**config.mk**
```make
export PLATFORM = sky130hd
export DESIGN_NAME = spims_port
export DESIGN_NICKNAME = d
export VERILOG_FILES = /design/src/spims_sync.v /design/src/spims_port.v
export VERILOG_INCLUDE_DIRS = /design/src
export SDC_FILE = /design/constraint.sdc
export NUM_CORES = 1
export LEC_CHECK = 0
export BUFFER_PORTS_ARGS = -buffer_cell sky130_fd_sc_hd__buf_4
export CAP_MARGIN = 10
export CORE_ASPECT_RATIO = 1.75
export CORE_UTILIZATION = 30
export DETAILED_ROUTE_END_ITERATION = 10
export PLACE_DENSITY = 0.58
export SYNTH_ARGS = -nofsm -noshare
export SYNTH_HDL_FRONTEND = slang
export SYNTH_SLANG_ARGS = --single-unit
```
**constraint.sdc**
```tcl
create_clock -name clock -period 5.2 [get_ports clock]
set_clock_uncertainty 0.15 [all_clocks]
set_input_delay 0.26 -clock clock [delete_from_list [all_inputs] [get_ports clock]]
set_output_delay 0.26 -clock clock [all_outputs]
set_load 0.05 [all_outputs]
```
**src/spims_map.vh**
```
// Purpose: constants for the serial master/slave port
// Assumes: 125 MHz system clock
// Notes:   control bits are plain ports, positions kept for software mapping
`ifndef SPIMS_MAP_VH
`define SPIMS_MAP_VH
// status/control field positions
`define SPIMS_BIT_ORDER_POS    7
`define SPIMS_DELAY_HI_POS     6
`define SPIMS_DELAY_LO_POS     5
`define SPIMS_READ_FULL_POS    0
// port control field positions
`define SPIMS_EDGE_POS         7
`define SPIMS_IRQ_EN_POS       6
`define SPIMS_START_POS        4
`define SPIMS_IDLE_STATE_POS   3
// timing
`define SPIMS_CLK_MHZ          125
`define SPIMS_MAX_BIT_MHZ      8
// least half period so the bit rate stays at or under the top rate
`define SPIMS_MIN_HALF_CYC     ((`SPIMS_CLK_MHZ + 2*`SPIMS_MAX_BIT_MHZ - 1) / (2*`SPIMS_MAX_BIT_MHZ))
`define SPIMS_BITS             8
`define SPIMS_RESET_BYTE       8'h00
`endif

```
**src/spims_sync.v**
```verilog
// Purpose: two-flop synchroniser for pin inputs
// Assumes: inputs are asynchronous to clock
// Notes:   first stage is read only by the second
`timescale 1ns/1ps
`default_nettype none
module spims_sync #(
   parameter W = 3
) (
   input  wire         clock,
   input  wire         nrst,
   input  wire [W-1:0] d,
   output reg  [W-1:0] q
);
   reg [W-1:0] meta_reg;
   always @(posedge clock or negedge nrst) begin
      if (!nrst) begin
         meta_reg <= {W{1'b0}};
         q        <= {W{1'b0}};
      end else begin
         meta_reg <= d;
         q        <= meta_reg;
      end
   end
endmodule
`default_nettype wire

```
**src/spims_port.v**
```verilog
// Purpose: byte-wide full-duplex serial port, master or slave
// Assumes: 125 MHz clock, async active-low nrst, all pins sampled via two flops
// Notes:   no register bus; control and status are plain ports
// Overview of operation
// - master drives serial clock out for each shifted bit
// - every transfer shifts one byte out and one byte in together
// - slave takes clock from pin, samples on rising edge, shifts on falling edge
// - bit-order bit chooses msb-first or lsb-first
// - idle-state bit sets data-out level after the byte
// - two-bit delay field delays data-out changes
// - master bit rate never exceeds 8 MHz; slave bit rate follows the external clock
// - read-full flag sets once eight bits are shifted
// - start loads transmit byte, begins shifting, reads one while busy
// - default order shifts msb first in and out
// - eighth bit copies byte to read buffer, sets full and done flags
// - reading the read buffer clears read-full
// - writes to the write buffer during a shift are refused
// - three-bit rate field picks shift clock rate in master mode
// - master mode bit picks internal or external shift clock
// - edge bit picks serial clock edge for data
// - data input ignored, high impedance, when not selected
// - only master uses rate and edge bits; slave latches on pin rising edge
// - edge and rate bits ignored in slave mode
// - select high: slave ignores data and releases data out
// - select-gated timing only in slave mode with select enabled
// - done event requests its own interrupt entry when enabled
// - flag sets regardless of mask; request is flag and mask
`timescale 1ns/1ps
`default_nettype none
`include "spims_map.vh"
module spims_port #(
   parameter RATE_W = 3
) (
   input  wire              clock,
   input  wire              nrst,
   input  wire              master_mode,
   input  wire              slave_select_en,
   input  wire              bit_order_select,
   input  wire              out_idle_state_ctl,
   input  wire              out_delay_sel_hi,
   input  wire              out_delay_sel_lo,
   input  wire              clock_edge_select,
   input  wire [RATE_W-1:0] rate_select,
   input  wire              xfer_done_irq_enable,
   input  wire [7:0]        tx_wdata,
   input  wire              tx_write,
   input  wire              shift_start_set,
   input  wire              rx_read,
   input  wire              irq_flag_clear,
   output reg  [7:0]        tx_holding_buffer,
   output reg  [7:0]        rx_holding_buffer,
   output reg               shift_start,
   output reg               read_full_flag,
   output reg               xfer_done_irq_flag,
   output wire              xfer_done_irq,
   output wire              tx_write_refused,
   input  wire              sck_in,
   output reg               sck_out,
   output reg               sck_oe,
   input  wire              sdi_in,
   output reg               sdo_out,
   output reg               sdo_oe,
   input  wire              ss_n_in
);
   // =====================================
   // pin synchronisers
   wire [2:0] pin_sync;
   spims_sync #(
      .W (3)
   ) u_sync (
      .clock (clock),
      .nrst  (nrst),
      .d     ({sck_in, sdi_in, ss_n_in}),
      .q     (pin_sync)
   );
   wire sck_s  = pin_sync[2];
   wire sdi_s  = pin_sync[1];
   wire ss_n_s = pin_sync[0];

   // =====================================
   // state machine
   localparam ST_IDLE  = 3'b001;
   localparam ST_SHIFT = 3'b010;
   localparam ST_DONE  = 3'b100;
   reg  [2:0] state_reg;
   reg  [2:0] state_next;
   reg  [7:0] shift_reg;
   reg  [3:0] bit_cnt_reg;
   reg [10:0] div_cnt_reg;
   reg        sck_prev_reg;
   reg        phase_reg;
   reg  [1:0] dly_cnt_reg;
   reg        sdo_pend_reg;
   reg        sdo_val_reg;

   // slave with select enabled sees the port only while select is low
   wire selected  = master_mode | ~slave_select_en | ~ss_n_s;
   wire busy      = state_reg == ST_SHIFT;

   // =====================================
   // internal rate: divide from the least legal half period upward
   // widened so the slowest rate (8 << 7) does not wrap to zero
   localparam [10:0] MIN_HALF = `SPIMS_MIN_HALF_CYC;
   wire [10:0] half_cyc = MIN_HALF << rate_select;
   wire        int_tick = master_mode && busy && (div_cnt_reg == half_cyc - 11'h001);

   // external clock edges; edge select only matters in master mode
   wire ext_rise  = sck_s & ~sck_prev_reg;
   wire ext_fall  = ~sck_s & sck_prev_reg;
   wire slv_edge  = ext_rise;
   wire slv_shift = ext_fall;
   // master: sample on leading half, shift on trailing half
   wire m_sample  = int_tick && (phase_reg == 1'b0);
   wire m_shift   = int_tick && (phase_reg == 1'b1);
   wire sample_ev = master_mode ? m_sample : (slv_edge & selected);
   wire shift_ev  = master_mode ? m_shift  : (slv_shift & selected);

   wire out_bit   = bit_order_select ? shift_reg[0] : shift_reg[7];
   wire [1:0] dly_sel = {out_delay_sel_hi, out_delay_sel_lo};

   // refusal follows the start bit, so the done cycle refuses as well
   assign tx_write_refused = tx_write & shift_start;
   assign xfer_done_irq    = xfer_done_irq_flag & xfer_done_irq_enable;

   always @* begin
      state_next = state_reg;
      case (state_reg)
         ST_IDLE:  if (shift_start_set) state_next = ST_SHIFT;
         ST_SHIFT: if (bit_cnt_reg == 4'd`SPIMS_BITS) state_next = ST_DONE;
         ST_DONE:  state_next = ST_IDLE;
         default:  state_next = ST_IDLE;
      endcase
   end

   // =====================================
   // shifter and datapath
   always @(posedge clock or negedge nrst) begin
      if (!nrst) begin
         state_reg          <= ST_IDLE;
         shift_reg          <= `SPIMS_RESET_BYTE;
         bit_cnt_reg        <= 4'h0;
         div_cnt_reg        <= 11'h000;
         sck_prev_reg       <= 1'b0;
         phase_reg          <= 1'b0;
         tx_holding_buffer  <= `SPIMS_RESET_BYTE;
         rx_holding_buffer  <= `SPIMS_RESET_BYTE;
         shift_start        <= 1'b0;
         read_full_flag     <= 1'b0;
         xfer_done_irq_flag <= 1'b0;
         sck_out            <= 1'b0;
         sck_oe             <= 1'b0;
      end else begin
         state_reg    <= state_next;
         sck_prev_reg <= sck_s;
         if (tx_write && !shift_start)
            tx_holding_buffer <= tx_wdata;
         if (state_reg == ST_IDLE && shift_start_set) begin
            shift_reg   <= tx_holding_buffer;
            shift_start <= 1'b1;
            bit_cnt_reg <= 4'h0;
            div_cnt_reg <= 11'h000;
            phase_reg   <= 1'b0;
         end
         if (busy) begin
            div_cnt_reg <= int_tick ? 11'h000 : div_cnt_reg + 11'h001;
            if (int_tick)
               phase_reg <= ~phase_reg;
            if (sample_ev) begin
               // input bit lands opposite the outgoing end
               if (bit_order_select)
                  shift_reg <= {sdi_s, shift_reg[7:1]};
               else
                  shift_reg <= {shift_reg[6:0], sdi_s};
               bit_cnt_reg <= bit_cnt_reg + 4'h1;
            end
         end
         // master clock pin: idle level set by edge bit
         sck_oe  <= master_mode;
         if (master_mode && busy && int_tick && bit_cnt_reg < 4'd`SPIMS_BITS)
            sck_out <= ~sck_out;
         else if (!busy)
            sck_out <= clock_edge_select;
         if (state_reg == ST_DONE) begin
            rx_holding_buffer  <= shift_reg;
            shift_start        <= 1'b0;
         end
         // set beats clear for both flags
         if (state_reg == ST_DONE)
            read_full_flag <= 1'b1;
         else if (rx_read)
            read_full_flag <= 1'b0;
         if (state_reg == ST_DONE)
            xfer_done_irq_flag <= 1'b1;
         else if (irq_flag_clear)
            xfer_done_irq_flag <= 1'b0;
      end
   end

   // =====================================
   // data-out with programmable delay
   // delay counts system clocks; long settings trade setup margin for hold
   always @(posedge clock or negedge nrst) begin
      if (!nrst) begin
         dly_cnt_reg  <= 2'b00;
         sdo_pend_reg <= 1'b0;
         sdo_val_reg  <= 1'b0;
         sdo_out      <= 1'b0;
         sdo_oe       <= 1'b0;
      end else begin
         sdo_oe <= selected;
         if (busy && (shift_ev || bit_cnt_reg == 4'h0) && !sdo_pend_reg) begin
            sdo_pend_reg <= 1'b1;
            sdo_val_reg  <= out_bit;
            dly_cnt_reg  <= dly_sel;
         end else if (sdo_pend_reg) begin
            if (dly_cnt_reg == 2'b00) begin
               sdo_out      <= sdo_val_reg;
               sdo_pend_reg <= 1'b0;
            end else
               dly_cnt_reg <= dly_cnt_reg - 2'b01;
         end else if (state_reg == ST_DONE)
            sdo_out <= out_idle_state_ctl;
      end
   end
endmodule
`default_nettype wire

```
# [Word-level counts from Yosys, hierarchy flattened]
# Index checks and enable logic that the tools add are counted.
[word_totals] regBits=61 out_inout_bits=25 word_cells=111
[op_classes] add_sub_neg=4 n_lt_le_gt_ge=1 n_eq_ne=10 shifts=1 n_mux=36 n_bitwise=15 n_reduce_logical=24
[ops] operator="$mux 11" n=3
[ops] operator="$mux 8" n=4
[ops] operator="$mux 1" n=20
[ops] operator="$mux 4" n=3
[ops] operator="$reduce_bool 2->1" n=6
[ops] operator="$add 11x1->11 const B" n=1
[ops] operator="$eq 11x11->1" n=1
[ops] operator="$shl 4x3->11 const A" n=1
[ops] operator="$sub 11x1->11 const B" n=1
[ops] operator="$logic_and 1x1->1" n=10
[ops] operator="$not 1->1" n=7
[ops] operator="$and 1x1->1" n=6
[ops] operator="$mux 2" n=3
[ops] operator="$mux 3" n=2
[ops] operator="$ne 2x1->1 const B" n=3
[ops] operator="$pmux 3 s2" n=1
[ops] operator="$add 4x1->4 const B" n=1
[ops] operator="$eq 4x4->1 const B" n=1
[ops] operator="$logic_not 4->1" n=1
[ops] operator="$lt 4x4->1 const B" n=1
[ops] operator="$ne 2x2->1 const B" n=2
[ops] operator="$reduce_and 2->1" n=2
[ops] operator="$eq 3x1->1 const B" n=1
[ops] operator="$eq 3x2->1 const B" n=1
[ops] operator="7 further kinds" n=9

# [Logic depth before layout (Yosys ltp)]
[logic_depth] depth_word=11 depth_mapped=8 ltp_nobuf=7

# [Cells and area by module]
# A second synthesis with hierarchy kept.
[unflattened] cells_unflattened=265 hier_area_um2=2927.8
[by_module_without_submodules] mod="spims_port" instances=1 cells_each=259 area_per_inst_um2=2777.7 seq_area_each_um2=1377.6
[by_module_without_submodules] mod="spims_sync" instances=1 cells_each=6 area_per_inst_um2=150.1 seq_area_each_um2=150.1

# [Worst setup path before layout]
# No wires, ideal clock.
[synth_path] path_type="input-to-reg" from="input rate_select[2]" to="register shift_reg[4]" setup_ps=133 arrival_ps=1889 required_time_ps=4917 slack_ps=3028 cell_stages=7 path_buffers=2 path_cell_list="buf_2 or4b_1 a32oi_2 a31oi_1 buf_4 a2111oi_2 a31oi_1"
[synth_between] elab_chain_len=8
[synth_lines] element="start, declared" line_no="spims_port.v:43" rtl="input wire [RATE_W-1:0] rate_select,"
[synth_lines] element="$shl 4x3->11" line_no="spims_port.v:104" rtl="wire [10:0] half_cyc = MIN_HALF << rate_select;"
[synth_lines] element="$sub 11x1->11" line_no="spims_port.v:105" rtl="wire int_tick = master_mode && busy && (div_cnt_reg == half_cyc - 11'h001);"
[synth_lines] element="$eq 11x11->1" line_no="spims_port.v:105"
[synth_lines] element="$logic_and 1x1->1" line_no="spims_port.v:105"
[synth_lines] element="$logic_and 1x1->1" line_no="spims_port.v:113" rtl="wire m_sample = int_tick && (phase_reg == 1'b0);"
[synth_lines] element="$mux 1" line_no="spims_port.v:115" rtl="wire sample_ev = master_mode ? m_sample : (slv_edge & selected);"
[synth_lines] element="$mux 8" line_no="spims_port.v:168" rtl="if (sample_ev) begin"
[synth_lines] element="$mux 8" line_no="spims_port.v:164" rtl="if (busy) begin"
[synth_lines] element="end signal, assigned" line_no="spims_port.v:158" rtl="shift_reg <= tx_holding_buffer;"
[synth_lines] element="end signal, assigned" line_no="spims_port.v:171" rtl="shift_reg <= {sdi_s, shift_reg[7:1]};"
[synth_lines] element="end signal, assigned" line_no="spims_port.v:173" rtl="shift_reg <= {shift_reg[6:0], sdi_s};"
[synth_lines] element="end, declared" line_no="spims_port.v:87" rtl="reg [7:0] shift_reg;"
# Every way passes these cells.
# A chain may end at the register's enable or synchronous reset.

# [Worst setup path after layout]
[layout_path] from="register state_reg[2]" to="register bit_cnt_reg[1]"
[layout_between] elab_chain_len=7 word_cells_on_any_way=10 classes_between="eq/ne (2); mux (4); reduce/logical (4)"
[layout_lines] element="start, declared" line_no="spims_port.v:85" rtl="reg [2:0] state_reg;"
[layout_lines] element="start signal, assigned" line_no="spims_port.v:153" rtl="state_reg <= state_next;"
[layout_lines] element="$eq 3x2->1" line_no="spims_port.v:98" rtl="wire busy = state_reg == ST_SHIFT;"
[layout_lines] element="$logic_and 1x1->1 (2 in a row)" line_no="spims_port.v:105"
[layout_lines] element="$logic_and 1x1->1" line_no="spims_port.v:113"
[layout_lines] element="$mux 1" line_no="spims_port.v:115"
[layout_lines] element="$mux 4" line_no="spims_port.v:168"
[layout_lines] element="$mux 4 (*)" line_no="spims_port.v:164"
[layout_lines] element="end signal, assigned" line_no="spims_port.v:174" rtl="bit_cnt_reg <= bit_cnt_reg + 4'h1;"
[layout_lines] element="end, declared" line_no="spims_port.v:88" rtl="reg [3:0] bit_cnt_reg;"
# Mark *: on every way between the ends. The rest lies on a longest branch, timed or not.

==> summary.txt <==
Cells on worst reg2reg path: 7
Max-Cap Viols: 0
Post-Syn Nets: 327
Net count, final: 388
H-Tree Depth: 3
Num Clock Sinks: 61
Peak supply drop: 217 uV
Worst path max stage delay: 0.45 ns
TritonCTS clock tree: built
PD cells: 401 nW/um2
Setup TNS: 0 ns
Root buffer cell: clkbuf_16
Unrepaired setup endpoints after global routing: false
FF-to-FF setup slack: 2.43 ns
Vias in the first global route: 2430
Area leader, netlist: dfrtp_1
Post-Synthesis Cells: 295
Cell Area, Synth: 3010 um2
Synth Warn #: 0
Most common cell in the synthesized netlist: dfrtp_1
#FFs+latches synth: 61
Top post-synthesis cells by area: dfrtp_1, nand2_1, a2111oi_2
Max FFs per register: 11
Tcrit/Tclk final: 0.532
Slew HR: 0.398
Worst endpoint required time: 5.26 ns
First-pass GRT wire length: 11700 um
Hold path depth: 2
TritonRoute pass-1 iters: 4
Vias: 2472
Remaining DRCs: 0
Net Sw Frac: 0.326
Number of DRC markers in iteration 0: 114
DRT Wirelength: 7180 um
Clk slew on worst S/H paths: 0.05 ns
Share of the synthesized area in the top cell type: 0.499
R2R Path End: bit_cnt_reg[1]$_DFF_PN0_
Nature of the critical path endpoint: flip-flop
Largest net degree at the start of global routing: 62
Logic pwr share: 0.249
Avg Vias per Cell: 5.11
Post-synth EDFFs: 0
Initial Util: 0.308
Antenna violations before repair: 0
Max FO, Critical Path: 13
# rows: 48
Core ar.: 9790 um2
Die width: 77.7 um
Crit path time final: 2.77 ns
Clock Path Buffers: 2
CP Cell Sequence: nor3b_4 -> nand3_1 -> nor3b_1 -> a31oi_1 -> buf_4 -> nand2b_1 -> mux2_1
Sequential power share: 0.408
Hold Violations, Final: 0
Fill cell instance count of the final layout: 981
Leak: 1.74 nW
Top achievable clock speed: 361 MHz
Total track usage: 0.148
Die Y: 135 um
Sequential cell area: 1530 um2
Final setup vio count: 0
GP Congestion: 0.765
Multi-input logic area: 1390 um2
Hold path startpoint: tx_wdata[2]
Post-route ant nets: 0
Worst Hold Endpoint: tx_holding_buffer[2]$_DFFE_PN0P_
Worst path slowest cell: dfrtp_1
Area grow syn2layout: 28.6%
Setup Fix Bufs, Post-CTS: 0
CTS Buf Count: 9
Post-CTS Resized: 0
Net switching power: 0.505 mW
# port buffers: 52
ANT cells: 0
Register area share after synthesis: 0.507
Ports: 53
Crit path arrival time: 2.82 ns
Share of cells above drive strength 1: 0.240
CP Class: reg -> reg
Outcome: complete, no violations
Layout Utilization: 0.395
Clk Latency, worst-skew pair: 0.32 ns
Top_reg_cell synth: dfrtp_1
WL/cell: 14.8 um
Worst hold path type: in -> reg
Crit start category: flip-flop
Mean post-synth cell area: 10.2 um2
R2R Path Start: state_reg[2]$_DFFE_PN0P_
Total grt overflow: 0
Internal: 1.05 mW
Die Footprint: 10500 um2
Async SR Flop Fraction: 1.00
Max Slew Vio Count: 0
Cell variety after synth: 50
Hold-fix buffers at CTS: 9
Post-synth top cells: dfrtp_1, nand2_1, a31oi_1, o21ai_0
Clk pwr share: 0.344
Slew at the pin closest to its max-slew limit: 0.901 ns
Hpwl dp: 5240 um
[cell type report]
type	count	area share
clock inverter	2	0.00259
multi-input combinational	212	0.359
clock buffer	12	0.0663
sequential	61	0.395
tap	125	0.0404
inverter	9	0.00873
timing repair buffer	63	0.128
[cells by family (layout without fill, tap and decap cells)]
| group | Yosys count | after routing | share of synthesized area |
|---|---|---|---|
| xor+xnor | 5 | 5 | 0.0145 |
| mux | 11 | 11 | 0.0403 |
| flops | 61 | 61 | 0.507 |
| compound gates | 61 | 61 | 0.157 |
| simple gates | 131 | 131 | 0.233 |
| buf+inv | 22 | 86 | 0.0308 |
| fa+ha+maj | 4 | 4 | 0.0166 |
[per-layer routing]
| layer | up-vias | GRT usage | share of wire |
|---|---|---|---|
| li1 | 1190 | - | - |
| met1 | 1202 | 0.152 | 0.39 |
| met2 | 65 | 0.270 | 0.55 |
| met3 | 15 | 0.0345 | 0.037 |
| met4 | 0 | 0.0839 | 0.026 |
| met5 | - | 0 | 0 |
[power groups by stage]
stage / logic, mW / clock network, mW / registers (mW)
final: 0.385 / 0.533 / 0.632
after global routing: 0.423 / 0.565 / 0.645
after CTS: 0.390 / 0.551 / 0.632
after detailed placement: 0.382 / 0 / 0.640
after global placement: 0.376 / 0 / 0.636
after floorplan: 0.225 / 0 / 0.668
[layout by cell type (no fill, tap or decap), types with 4 or more instances in the layout]
cell type	Yosys	final
dfrtp_1	60	60
nand2_1	59	59
nand3b_1	4	4
a21oi_1	4	4
and2_1	5	5
a31oi_1	11	11
ha_1	4	4
dlygate4sd3_1	0	9
mux2_2	8	8
a2111oi_2	7	7
nand3_1	7	7
and3_1	7	7
clkbuf_16	0	9
buf_4	2	54
nor2b_1	9	9
o31ai_1	5	5
nor4b_1	4	4
nand2b_1	9	9
inv_1	8	8
o21ai_0	10	10
nor2_1	8	8
o211ai_1	6	6
[worst max path at each step]
stage | cells past startpoint | endpoint | start | slack (ns)
5_1_grt | 7 | bit_cnt_reg[1]$_DFF_PN0_ | state_reg[2]$_DFFE_PN0P_ | 2.30
2_1_floorplan | 7 | shift_reg[4]$_DFF_PN0_ | rate_select[2] | 3.03
4_1_cts | 7 | bit_cnt_reg[1]$_DFF_PN0_ | state_reg[2]$_DFFE_PN0P_ | 2.43
3_3_place_gp | 7 | bit_cnt_reg[1]$_DFF_PN0_ | state_reg[2]$_DFFE_PN0P_ | 2.51
3_5_place_dp | 7 | bit_cnt_reg[1]$_DFF_PN0_ | state_reg[2]$_DFFE_PN0P_ | 2.45
6_report | 7 | bit_cnt_reg[1]$_DFF_PN0_ | state_reg[2]$_DFFE_PN0P_ | 2.43
[critical path: cells and delay by family, from the launching register on]
kind	cells	cell delay, ns
AO/OA/AOI/OAI	1	0.13
AND/OR/NAND/NOR	4	1.29
flip-flops	1	0.45
buffers and inverters	1	0.21
multiplexers	1	0.40
[per-stage QoR]
step	instances	area (um2)	hold slack [ns]	total power, mW	setup WS, ns
after floorplan	295	3010	-0.186	0.893	3.03
after global placement	461	3510	0.183	1.01	2.51
after detailed placement	461	3510	0.192	1.02	2.45
after CTS	484	3870	0.00371	1.57	2.43
after global routing	484	3870	0.0124	1.63	2.30
final	484	3870	0.0159	1.55	2.43
Power figures use the tool's default switching activity.
